<file path="src/shared/gdc_pkg.sv">
// constants and types shared by the pin direction control block
package gdc_pkg;

    // ========================================================
    // pin counts
    // ========================================================
    localparam int PIN_COUNT = 12;
    localparam int LOW_PINS = 8;
    localparam int HIGH_PINS = 4;

    // ========================================================
    // register map
    // ========================================================
    localparam logic [7:0] OFF_DIR_LOW = 8'h22;
    localparam logic [7:0] OFF_DIR_HIGH = 8'h23;
    localparam logic [7:0] RESET_DIR_LOW = 8'h00;
    localparam logic [3:0] RESET_DIR_HIGH = 4'h0;
    localparam logic [7:0] READ_UNMAPPED = 8'h00;
    localparam logic [3:0] RESERVED_HIGH_BITS = 4'h0;
    localparam logic [PIN_COUNT-1:0] ALL_PINS_ON = 12'hFFF;
    localparam logic [PIN_COUNT-1:0] ALL_PINS_OFF = 12'h000;
    localparam logic [PIN_COUNT-1:0] RESET_PIN_LEVEL = 12'h000;

    // register access request from the host interface logic
    typedef struct packed {
        logic write;
        logic read;
        logic [7:0] addr;
        logic [7:0] wdata;
    } gdc_reg_req_t;

    // register read answer
    typedef struct packed {
        logic valid;
        logic [7:0] rdata;
    } gdc_reg_rsp_t;

endpackage

</file>
<file path="src/design/gdc_pin_sync.sv">
// two-stage synchroniser for the general purpose pin input levels
module gdc_pin_sync
    import gdc_pkg::*;
(
    input wire logic ref_clk,
    input wire logic rstn,
    input wire logic [PIN_COUNT-1:0] pinAsync,
    output logic [PIN_COUNT-1:0] pinSynced
);

    // ========================================================
    // per-pin flop pair
    // ========================================================
    logic [PIN_COUNT-1:0] syncStage;

    genvar i;
    generate
        for (i = 0; i < PIN_COUNT; i++) begin : g_sync
            // first stage is read only by the second stage
            always_ff @(posedge ref_clk or negedge rstn) begin
                if (!rstn) begin
                    syncStage[i] <= 1'b0;
                    pinSynced[i] <= 1'b0;
                end else begin
                    syncStage[i] <= pinAsync[i];
                    pinSynced[i] <= syncStage[i];
                end
            end
        end
    endgenerate

endmodule

</file>
<file path="src/design/gdc_direction_ctrl.sv">
// direction registers and pin output enables for the 12-pin port
// Contract
// direction bit one: pin is an input, its driver stays off.
// direction bit zero: pin is an output and is driven.
// high register at 0x23 steers pins 8-11; upper bits reserved; RW; resets 0x00.
// low register at 0x22, bit n steers pin n; RW; resets 0x00.
// reads return last written implemented bits; reserved bits read zero, ignore writes.
module gdc_direction_ctrl
    import gdc_pkg::*;
(
    input wire logic ref_clk,
    input wire logic rstn,
    input gdc_reg_req_t regReq,
    output gdc_reg_rsp_t regRsp,
    input wire logic [PIN_COUNT-1:0] pinOutValue,
    input wire logic [PIN_COUNT-1:0] pinIn,
    output logic [PIN_COUNT-1:0] pinDrive,
    output logic [PIN_COUNT-1:0] pinOutEn,
    output logic [PIN_COUNT-1:0] pinLevel
);

    // ========================================================
    // direction registers
    // ========================================================
    logic [LOW_PINS-1:0] dirLow;
    logic [HIGH_PINS-1:0] dirHigh;
    logic [PIN_COUNT-1:0] dirAll;
    logic writeLow;
    logic writeHigh;

    // address decode of register writes
    assign writeLow = regReq.write && (regReq.addr == OFF_DIR_LOW);
    assign writeHigh = regReq.write && (regReq.addr == OFF_DIR_HIGH);
    assign dirAll = {dirHigh, dirLow};

    // low register, one bit per pin 0-7
    always_ff @(posedge ref_clk or negedge rstn) begin
        if (!rstn) begin
            dirLow <= RESET_DIR_LOW;
        end else if (writeLow) begin
            dirLow <= regReq.wdata;
        end
    end

    // high register keeps only its low nibble, pins 8-11
    always_ff @(posedge ref_clk or negedge rstn) begin
        if (!rstn) begin
            dirHigh <= RESET_DIR_HIGH;
        end else if (writeHigh) begin
            dirHigh <= regReq.wdata[HIGH_PINS-1:0];
        end
    end

    // ========================================================
    // register read path
    // ========================================================
    logic [7:0] next_rdata;

    // select read value; reserved and unmapped bits give zero
    always_comb begin
        next_rdata = READ_UNMAPPED;
        if (regReq.addr == OFF_DIR_LOW) begin
            next_rdata = dirLow;
        end else if (regReq.addr == OFF_DIR_HIGH) begin
            next_rdata = {RESERVED_HIGH_BITS, dirHigh};
        end
    end

    // answer one cycle after the read strobe
    always_ff @(posedge ref_clk or negedge rstn) begin
        if (!rstn) begin
            regRsp <= '0;
        end else begin
            regRsp.valid <= regReq.read;
            if (regReq.read) begin
                regRsp.rdata <= next_rdata;
            end
        end
    end

    // ========================================================
    // pin drivers
    // ========================================================
    // output enable high only where the direction bit is zero
    always_ff @(posedge ref_clk or negedge rstn) begin
        if (!rstn) begin
            pinOutEn <= ALL_PINS_ON; // all pins start as outputs
        end else begin
            pinOutEn <= ~dirAll;
        end
    end

    // driven value; forced low on input pins so nothing leaks out
    always_ff @(posedge ref_clk or negedge rstn) begin
        if (!rstn) begin
            pinDrive <= RESET_PIN_LEVEL;
        end else begin
            pinDrive <= pinOutValue & ~dirAll;
        end
    end

    // input levels are brought into the clock domain first
    gdc_pin_sync u_sync (
        .ref_clk(ref_clk),
        .rstn(rstn),
        .pinAsync(pinIn),
        .pinSynced(pinLevel)
    );

    // ========================================================
    // assertions
    // ========================================================
    property p_input_not_driven;
        @(posedge ref_clk) disable iff (!rstn)
        1'b1 |=> ((pinOutEn & $past(dirAll)) == ALL_PINS_OFF);
    endproperty
    a_input_not_driven: assert property (p_input_not_driven)
        else $error("input pin has its driver enabled");

    property p_output_driven;
        @(posedge ref_clk) disable iff (!rstn)
        1'b1 |=> ((pinOutEn | $past(dirAll)) == ALL_PINS_ON)
            && ((pinDrive & pinOutEn) == ($past(pinOutValue) & pinOutEn));
    endproperty
    a_output_driven: assert property (p_output_driven)
        else $error("output pin not driven with its value");

    property p_high_write;
        @(posedge ref_clk) disable iff (!rstn)
        (regReq.write && regReq.addr == OFF_DIR_HIGH)
            |-> ##2 (pinOutEn[PIN_COUNT-1:LOW_PINS] == ~$past(regReq.wdata[HIGH_PINS-1:0], 2));
    endproperty
    a_high_write: assert property (p_high_write)
        else $error("high direction write did not reach pins 8-11");

    property p_low_write;
        @(posedge ref_clk) disable iff (!rstn)
        (regReq.write && regReq.addr == OFF_DIR_LOW)
            |-> ##2 (pinOutEn[LOW_PINS-1:0] == ~$past(regReq.wdata, 2));
    endproperty
    a_low_write: assert property (p_low_write)
        else $error("low direction write did not reach pins 0-7");

    property p_readback;
        @(posedge ref_clk) disable iff (!rstn)
        (regReq.write && regReq.addr == OFF_DIR_HIGH) ##1
            (regReq.read && !regReq.write && regReq.addr == OFF_DIR_HIGH)
            |=> regRsp.valid
            && (regRsp.rdata == {RESERVED_HIGH_BITS, $past(regReq.wdata[HIGH_PINS-1:0], 2)});
    endproperty
    a_readback: assert property (p_readback)
        else $error("high register readback wrong or reserved bits set");

    property p_read_answer;
        @(posedge ref_clk) disable iff (!rstn)
        1'b1 |=> (regRsp.valid == $past(regReq.read));
    endproperty
    a_read_answer: assert property (p_read_answer)
        else $error("read answer not valid exactly one cycle after its strobe");

    property p_read_low;
        @(posedge ref_clk) disable iff (!rstn)
        (regReq.read && regReq.addr == OFF_DIR_LOW) |=> (regRsp.rdata == $past(dirLow));
    endproperty
    a_read_low: assert property (p_read_low)
        else $error("low register readback differs from held value");

    property p_read_unmapped;
        @(posedge ref_clk) disable iff (!rstn)
        (regReq.read && regReq.addr != OFF_DIR_LOW && regReq.addr != OFF_DIR_HIGH)
            |=> (regRsp.rdata == READ_UNMAPPED);
    endproperty
    a_read_unmapped: assert property (p_read_unmapped)
        else $error("unmapped read returned nonzero data");

    property p_reserved_zero;
        @(posedge ref_clk) disable iff (!rstn)
        (regReq.read && regReq.addr == OFF_DIR_HIGH)
            |=> ((regRsp.rdata >> HIGH_PINS) == 8'(RESERVED_HIGH_BITS));
    endproperty
    a_reserved_zero: assert property (p_reserved_zero)
        else $error("reserved high register bits read nonzero");

    property p_rdata_hold;
        @(posedge ref_clk) disable iff (!rstn)
        !regReq.read |=> $stable(regRsp.rdata);
    endproperty
    a_rdata_hold: assert property (p_rdata_hold)
        else $error("read data changed without a read");

    property p_low_hold;
        @(posedge ref_clk) disable iff (!rstn)
        !writeLow |=> $stable(dirLow);
    endproperty
    a_low_hold: assert property (p_low_hold)
        else $error("low direction register changed without a write");

    property p_high_hold;
        @(posedge ref_clk) disable iff (!rstn)
        !writeHigh |=> $stable(dirHigh);
    endproperty
    a_high_hold: assert property (p_high_hold)
        else $error("high direction register changed without a write");

    property p_unmapped_write;
        @(posedge ref_clk) disable iff (!rstn)
        (regReq.write && regReq.addr != OFF_DIR_LOW && regReq.addr != OFF_DIR_HIGH)
            |=> $stable(dirAll);
    endproperty
    a_unmapped_write: assert property (p_unmapped_write)
        else $error("unmapped write changed a direction bit");

    property p_drive_masked;
        @(posedge ref_clk) disable iff (!rstn)
        1'b1 |=> ((pinDrive & $past(dirAll)) == ALL_PINS_OFF);
    endproperty
    a_drive_masked: assert property (p_drive_masked)
        else $error("input pin shows a nonzero drive value");

    property p_level_sync;
        @(posedge ref_clk) disable iff (!rstn)
        (rstn && $past(rstn)) |=> (pinLevel == $past(pinIn, 2));
    endproperty
    a_level_sync: assert property (p_level_sync)
        else $error("pin level not delayed by two flops");

    c_low_write: cover property (@(posedge ref_clk) disable iff (!rstn) writeLow);
    c_high_write: cover property (@(posedge ref_clk) disable iff (!rstn) writeHigh);
    c_read: cover property (@(posedge ref_clk) disable iff (!rstn) regRsp.valid);
    c_all_inputs: cover property (@(posedge ref_clk) disable iff (!rstn)
        pinOutEn == ALL_PINS_OFF);
    c_write_read: cover property (@(posedge ref_clk) disable iff (!rstn)
        writeHigh ##1 regReq.read);

endmodule

</file>
<file path="config.mk">
export PLATFORM = sky130hd
export DESIGN_NAME = gdc_direction_ctrl
export DESIGN_NICKNAME = d
export VERILOG_FILES = /design/src/shared/gdc_pkg.sv /design/src/design/gdc_pin_sync.sv /design/src/design/gdc_direction_ctrl.sv
export SDC_FILE = /design/constraint.sdc
export NUM_CORES = 1
export LEC_CHECK = 0
export BUFFER_PORTS_ARGS = -buffer_cell sky130_fd_sc_hd__buf_4
export CAP_MARGIN = 0
export CORE_UTILIZATION = 48
export CTS_BUF_LIST = sky130_fd_sc_hd__clkbuf_4
export CTS_CLUSTER_DIAMETER = 80
export DETAILED_ROUTE_END_ITERATION = 10
export PLACE_DENSITY_LB_ADDON = 0.12
export SLEW_MARGIN = 20
export SYNTH_ARGS = -nofsm -noshare
export SYNTH_HDL_FRONTEND = slang
export SYNTH_SLANG_ARGS = --single-unit
</file>
<file path="constraint.sdc">
create_clock -name ref_clk -period 1.4 [get_ports ref_clk]
set_clock_uncertainty 0.15 [all_clocks]
set_input_delay 0.07 -clock ref_clk [delete_from_list [all_inputs] [get_ports ref_clk]]
set_output_delay 0.07 -clock ref_clk [all_outputs]
set_load 0.005 [all_outputs]
</file>
==> results of run 1 <==
[per-stage QoR]
step                cell area (sq um)  setup slack, ps
detailed placement               3020            -8.51
CTS                              3510             79.1
floorplan                        2260             75.7
global route                     3510             24.2
global placement                 3020             26.6
finish                           3510             49.5
[registers in the layout, indices dropped and copies added (netlist names)]
name              flops
pinDrive             12
dirHigh               4
u_sync.syncStage     12
pinOutEn             12
dirLow                8
regRsp                9
u_sync.pinSynced     12
[worst max-delay path, delay by kind of cell]
family	cells	cell delay, ps
AO/OA/AOI/OAI	1	170
buffers and inverters	3	930
AND/OR/NAND/NOR	2	360
[layer usage]
metal	wire length, um	up-vias	GRT usage
met5	0	-	0
met4	47	0	0.0778
met3	363	4	0.0997
met2	2390	70	0.371
met1	1950	744	0.245
li1	-	729	-
[power by group]
| part | switching [mW] | leakage (nW) | internal [mW] |
|---|---|---|---|
| Combinational | 0.140 | 0.777 | 0.255 |
| Clock | 0.644 | 0.0634 | 0.367 |
| Sequential | 0.0368 | 0.835 | 2.09 |
| Total | 0.821 | 1.68 | 2.71 |
[cells in the mapped netlist]
master	instances	area share
clkbuf_1	2	0.0033
o22ai_1	8	0.022
nor2b_1	12	0.033
mux2_2	13	0.065
nor3b_1	1	0.0033
nor4b_4	2	0.021
nand2_1	10	0.017
dfrtp_1	57	0.63
mux2_4	3	0.020
nand3_4	1	0.0077
and4_4	1	0.0050
dfstp_2	12	0.14
inv_1	20	0.033
[path summary, 6_finish.rpt]
| kind | start | end | cells after the start |
|---|---|---|---|
| hold / removal | regReq[12] | dirLow[7] | 4 |
| hold reg to reg | u_sync.syncStage[3] | u_sync.pinSynced[3] | 0 |
| max in group asynchronous | rstn | pinDrive[10] | 3 |
| setup reg to reg | dirHigh[3] | regRsp[3] | 3 |
| setup / recovery | regReq[11] | regRsp[7] | 6 |
| min in group asynchronous | rstn | pinOutEn[11] | 2 |
[cell families after synthesis]
group | after synthesis
flip-flops | 69
buffers and inverters | 22
AO/OA/AOI/OAI | 8
AND/OR/NAND/NOR | 27
multiplexers | 16
[layout make-up]
| type | count | area [sq um] | share of cell area |
|---|---|---|---|
| multi-input combinational | 51 | 438 | 0.125 |
| timing repair buffer | 130 | 1080 | 0.309 |
| tap | 52 | 65.1 | 0.0185 |
| clock buffer | 10 | 75.1 | 0.0214 |
| sequential | 69 | 1740 | 0.496 |
| clock inverter | 6 | 31.3 | 0.00891 |
| inverter | 20 | 75.1 | 0.0214 |
==> results.md, run 1 <==
- Clock root buffer: clkbuf_4
- Register-to-register setup slack: approximately 300 ps
- Die Ht: 70.7 um
- Crit path max-delay cell type: dlygate4sd3_1
- Multiplexer area fraction after synthesis: 0.0846
- Final-report hold violation count: 0
- Most frequent cells in the layout: buf_4 (91), dfrtp_1 (57), dlygate4sd3_1 (38)
- Failing checks: design-rule violations
- Syn Area/Cell: around 16 sq um
- Post-Synth Adder-Cell Area: 0
- Clock Path Buffers: 2
- Vias in the first global route: between 1500 and 2000
- Final Slew Violations: 0
- Outcome: complete, but fails checks
- Ports: 89
- Clock sinks: between 60 and 70
- Syn nets: between 150 and 200
- Antenna Cells: 0
- Row cnt: 24
- WP data arrival: about 1500 ps
- Inst Count DP: 284
- Main combinational cell family by area after synthesis: simple AND/OR/NAND/NOR gates
- Least-Margin Pin Slew: approximately 500 ps
- DRT Pass-1 Iters: 7
- Simple-Gate Fraction of Synth Area: 0.0868
- Die Span X: 70.7 um
- Largest net degree at the start of global routing: 38
- Flops & latches, synth: between 60 and 70
- Synth Area in Compound Gates: 0.0221
- Iteration-0 DRC Markers: between 40 and 50
- CP Class: in -> reg
- Endpoints failing setup: 0
- CTS Hold Bufs: 38
- Sequential area share after synthesis: 0.770
- DP Wirelength: ~3000 um
- Core Area: 0.00444 sq mm
- Max IR drop VDD: about 660 uV
- Xor/xnor share of the synthesized area: 0
- Max stage delay on crit path: between 600 and 700 ps
- Most common cell after layout, fill and taps aside: buf_4
- H-tree levels: 3
- Most used cell, CP: buf_4
- Post-CTS setup buffers: 0
- Non-Filler Instances: 338
- Core Util, Final: 0.790
- CP required: 1570 ps
- Crit path max fanout: 4
- Max_cap viols: 0
- Hold_ws: 18.8 ps
- Power per cell area: between 1000 and 1500 mW/mm^2
- Antenna-violating nets left: 0
- Fraction of layout cells with a size suffix above 1: 0.486
- Max-slew headroom: 0.665
- Crit end category: flop
- Final WL: around 4700 um
- Worst-path clk slew: 110 ps
- GR Overflow Total: 0
- CTS tree: done
- Final TNS setup: 0 ps
- Initial Util: 0.509
- Initial antenna violation count: 0
- Fillers: between 200 and 300
- PostCTS Resize Cnt: 0
- DIE AREA: around 0.005 sq mm
- Cells after synthesis: 142
- Clock Latency Late Sink: ~400 ps
- GRT Util Overall: 0.219
- Vias: around 1500
- Cell Area, Synth: 0.00226 sq mm
- Global placer's final weighted congestion: 0.694
- Drt wl/cell: approximately 14 um
- CP cell instances: buf_4, nor4b_4, buf_4, nand2_1, dlygate4sd3_1, o22ai_1
- RSZ-0062 raised after global routing: false
- CP startpoint kind: input pin
- Post-route DRC: 12
- Nets: between 300 and 400
- Final min period: between 1000 and 1500 ps
- Num CTS Buffers: 9
- F_max: ~740 MHz
- Yosys warning count: 0
- Fin crit share: 0.965
- Total power: approximately 3.5 mW
- Min-Delay Path Class: in -> reg
- First-pass GRT wire length: between 7000 and 8000 um
- Area Overhead vs Synth: 55.1%
- Drt via density: 4.58
- PortBufs: about 90
- Leak pwr: approximately 1.7 nW
- Netlist cell types: 13
No activity file was read; power rests on OpenSTA's default activity.
==> run 2: changes to the inputs <==
==> constraint.sdc (replaced) <==
create_clock -name ref_clk -period 1.4 [get_ports ref_clk]
set_clock_uncertainty 0.15 [all_clocks]
set_input_delay 0.21 -clock ref_clk [delete_from_list [all_inputs] [get_ports ref_clk]]
set_output_delay 0.21 -clock ref_clk [all_outputs]
set_load 0.005 [all_outputs]
==> run 2 against run 1 <==
The flow still finishes with violations (design-rule violations). Wire length rose by 1.4%. Critical path type is now reg -> out. Setup slack got worse by 31 ps. Global-route usage decreased by 0.38 points. Fmax decreased by 2.2%. Via count shrank 1.7%. Non-clock buffer count is 4 lower. Sequential cell count unchanged. Critical path depth is 5 lower. Sequential power is essentially flat. Worst hold slack better by 99 ps. Die area unchanged.
==> results.md, run 2 (synthesized netlist as in run 1, its figures left out) <==
- CP required: 1040 ps
- Drt wl/cell: approximately 14 um
- Power per cell area: ~1000 mW/mm^2
- CP startpoint kind: flop
- Ports: between 80 and 90
- DRT Pass-1 Iters: 7
- Inst Count DP: roughly 280
- Area Overhead vs Synth: 55.6%
- WP data arrival: between 1000 and 1500 ps
- Max IR drop VDD: about 660 uV
- CP Class: reg -> out
- Iteration-0 DRC Markers: 40
- Clock Latency Late Sink: around 380 ps
- Leak pwr: approximately 1.7 nW
- Post-route DRC: 12
- Global placer's final weighted congestion: ~0.7
- Min-Delay Path Class: in -> reg
- Max-slew headroom: 0.767
- CP delay by family, top: flip-flops
- Max_cap viols: 0
- Least-Margin Pin Slew: 350 ps
- Most frequent cells in the layout: buf_4 (79), dfrtp_1 (57), dlygate4sd3_1 (34)
- DP Wirelength: between 2000 and 3000 um
- Endpoints failing setup: 0
- Fraction of layout cells with a size suffix above 1: 0.496
- Largest net degree at the start of global routing: 70
- Crit end category: primary output
- F_max: about 720 MHz
- Post-CTS setup buffers: 0
- H-tree levels: 3
- Die Ht: roughly 71 um
- Vias in the first global route: approximately 1700
- RSZ-0062 raised after global routing: true
- Total power: roughly 3.6 mW
- Worst-path clk slew: around 100 ps
- Outcome: complete, but fails checks
- GRT Util Overall: 0.215
- Initial Util: 0.509
- Crit path max fanout: 1
- Clock root buffer: clkbuf_4
- Fin crit share: 0.986
- DIE AREA: between 0.004 and 0.005 sq mm
- Non-Filler Instances: about 330
- Max stage delay on crit path: between 500 and 600 ps
- Vias: 1520
- Hold_ws: 117 ps
- Core Area: roughly 0.0044 sq mm
- CP cell instances: buf_6
- Critical path buffers and inverters: 1
- Final-report hold violation count: 0
- Final Slew Violations: 0
- First-pass GRT wire length: between 7000 and 8000 um
- Antenna Cells: 0
- Row cnt: 24
- Drt via density: 4.55
- Final WL: around 4800 um
- Failing checks: design-rule violations
- Die Span X: approximately 70 um
- Clock Path Buffers: 2
- Num CTS Buffers: 9
- GR Overflow Total: 0
- Most common cell after layout, fill and taps aside: buf_4
- PortBufs: a little under 90
- Clock sinks: 69
- CTS tree: done
- Nets: 321
- Final min period: 1380 ps
- Antenna-violating nets left: 0
- Crit path max-delay cell type: dfstp_2
- Initial antenna violation count: 0
## run 2: changes by cell type in the layout (fill, tap and decap cells not counted)
| cell | change |
|---|---|
| clkinvlp_4 | -1 |
| clkbuf_4 | +3 |
| buf_4 | -12 |
| clkinv_1 | -1 |
| clkinv_2 | -1 |
| buf_6 | +12 |
| dlygate4sd3_1 | -4 |
## run 2: routing by layer
layer / wire length, um / GRT usage
met1: 1900 / 0.247
met2: 2540 / 0.364
met3: 339 / 0.0954
met4: 32 / 0.0689
met5: 0 / 0
## run 2: area by class of cell
cell class,instances,area [sq um]
clock buffers,13,97.6
clock inverters,3,15.0
fillers,265,923
inverters,20,75.1
multi-input cells,51,438
flip-flops and latches,69,1740
well taps,52,65.1
repair buffers,126,1090
## run 2: final timing paths
kind / depth (start not counted) / from / slack [ps] / end
max in group asynchronous: 3 / rstn / 550 / pinOutEn[4]
worst max register to register: 3 / dirHigh[3] / 300 / regRsp[3]
min in group asynchronous: 3 / rstn / 240 / u_sync.pinSynced[11]
worst min-delay path: 3 / regReq[17] / 120 / dirLow[7]
worst min register to register: 0 / u_sync.syncStage[9] / 200 / u_sync.pinSynced[9]
worst max-delay path: 1 / pinOutEn[7] / 20 / pinOutEn[7]
## run 2: worst reg2reg max path, stage by stage, from the launching register on
cell     delay (ps)
dfrtp_1         430
mux2_2          280
nand2_1          70
o22ai_1          60
## run 2: per-stage QoR
step           cell area [sq um]  setup TNS (ps)   util  setup slack (ps)
6_report                    3520               0  0.792              19.0
5_1_grt                     3520            -344  0.792             -52.2
4_1_cts                     3520           -74.5  0.791             -24.2
3_5_place_dp                3020           -1630  0.680              -161
3_3_place_gp                3020           -1170  0.680              -113
2_1_floorplan               2260            -257      -             -64.3
## run 2: power breakdown
part / internal (mW) / switching, mW / leakage (nW)
Combinational: 0.259 / 0.139 / 0.783
Clock: 0.439 / 0.602 / 0.0715
Sequential: 2.09 / 0.0439 / 0.835
Total: 2.79 / 0.784 / 1.69
## run 2: repair_timing
item	4_1_cts	5_1_grt
hold endpoints to repair	114	0
hold buffers	34	0
resized for setup	11	1
endpoints found under the setup margin	11	12
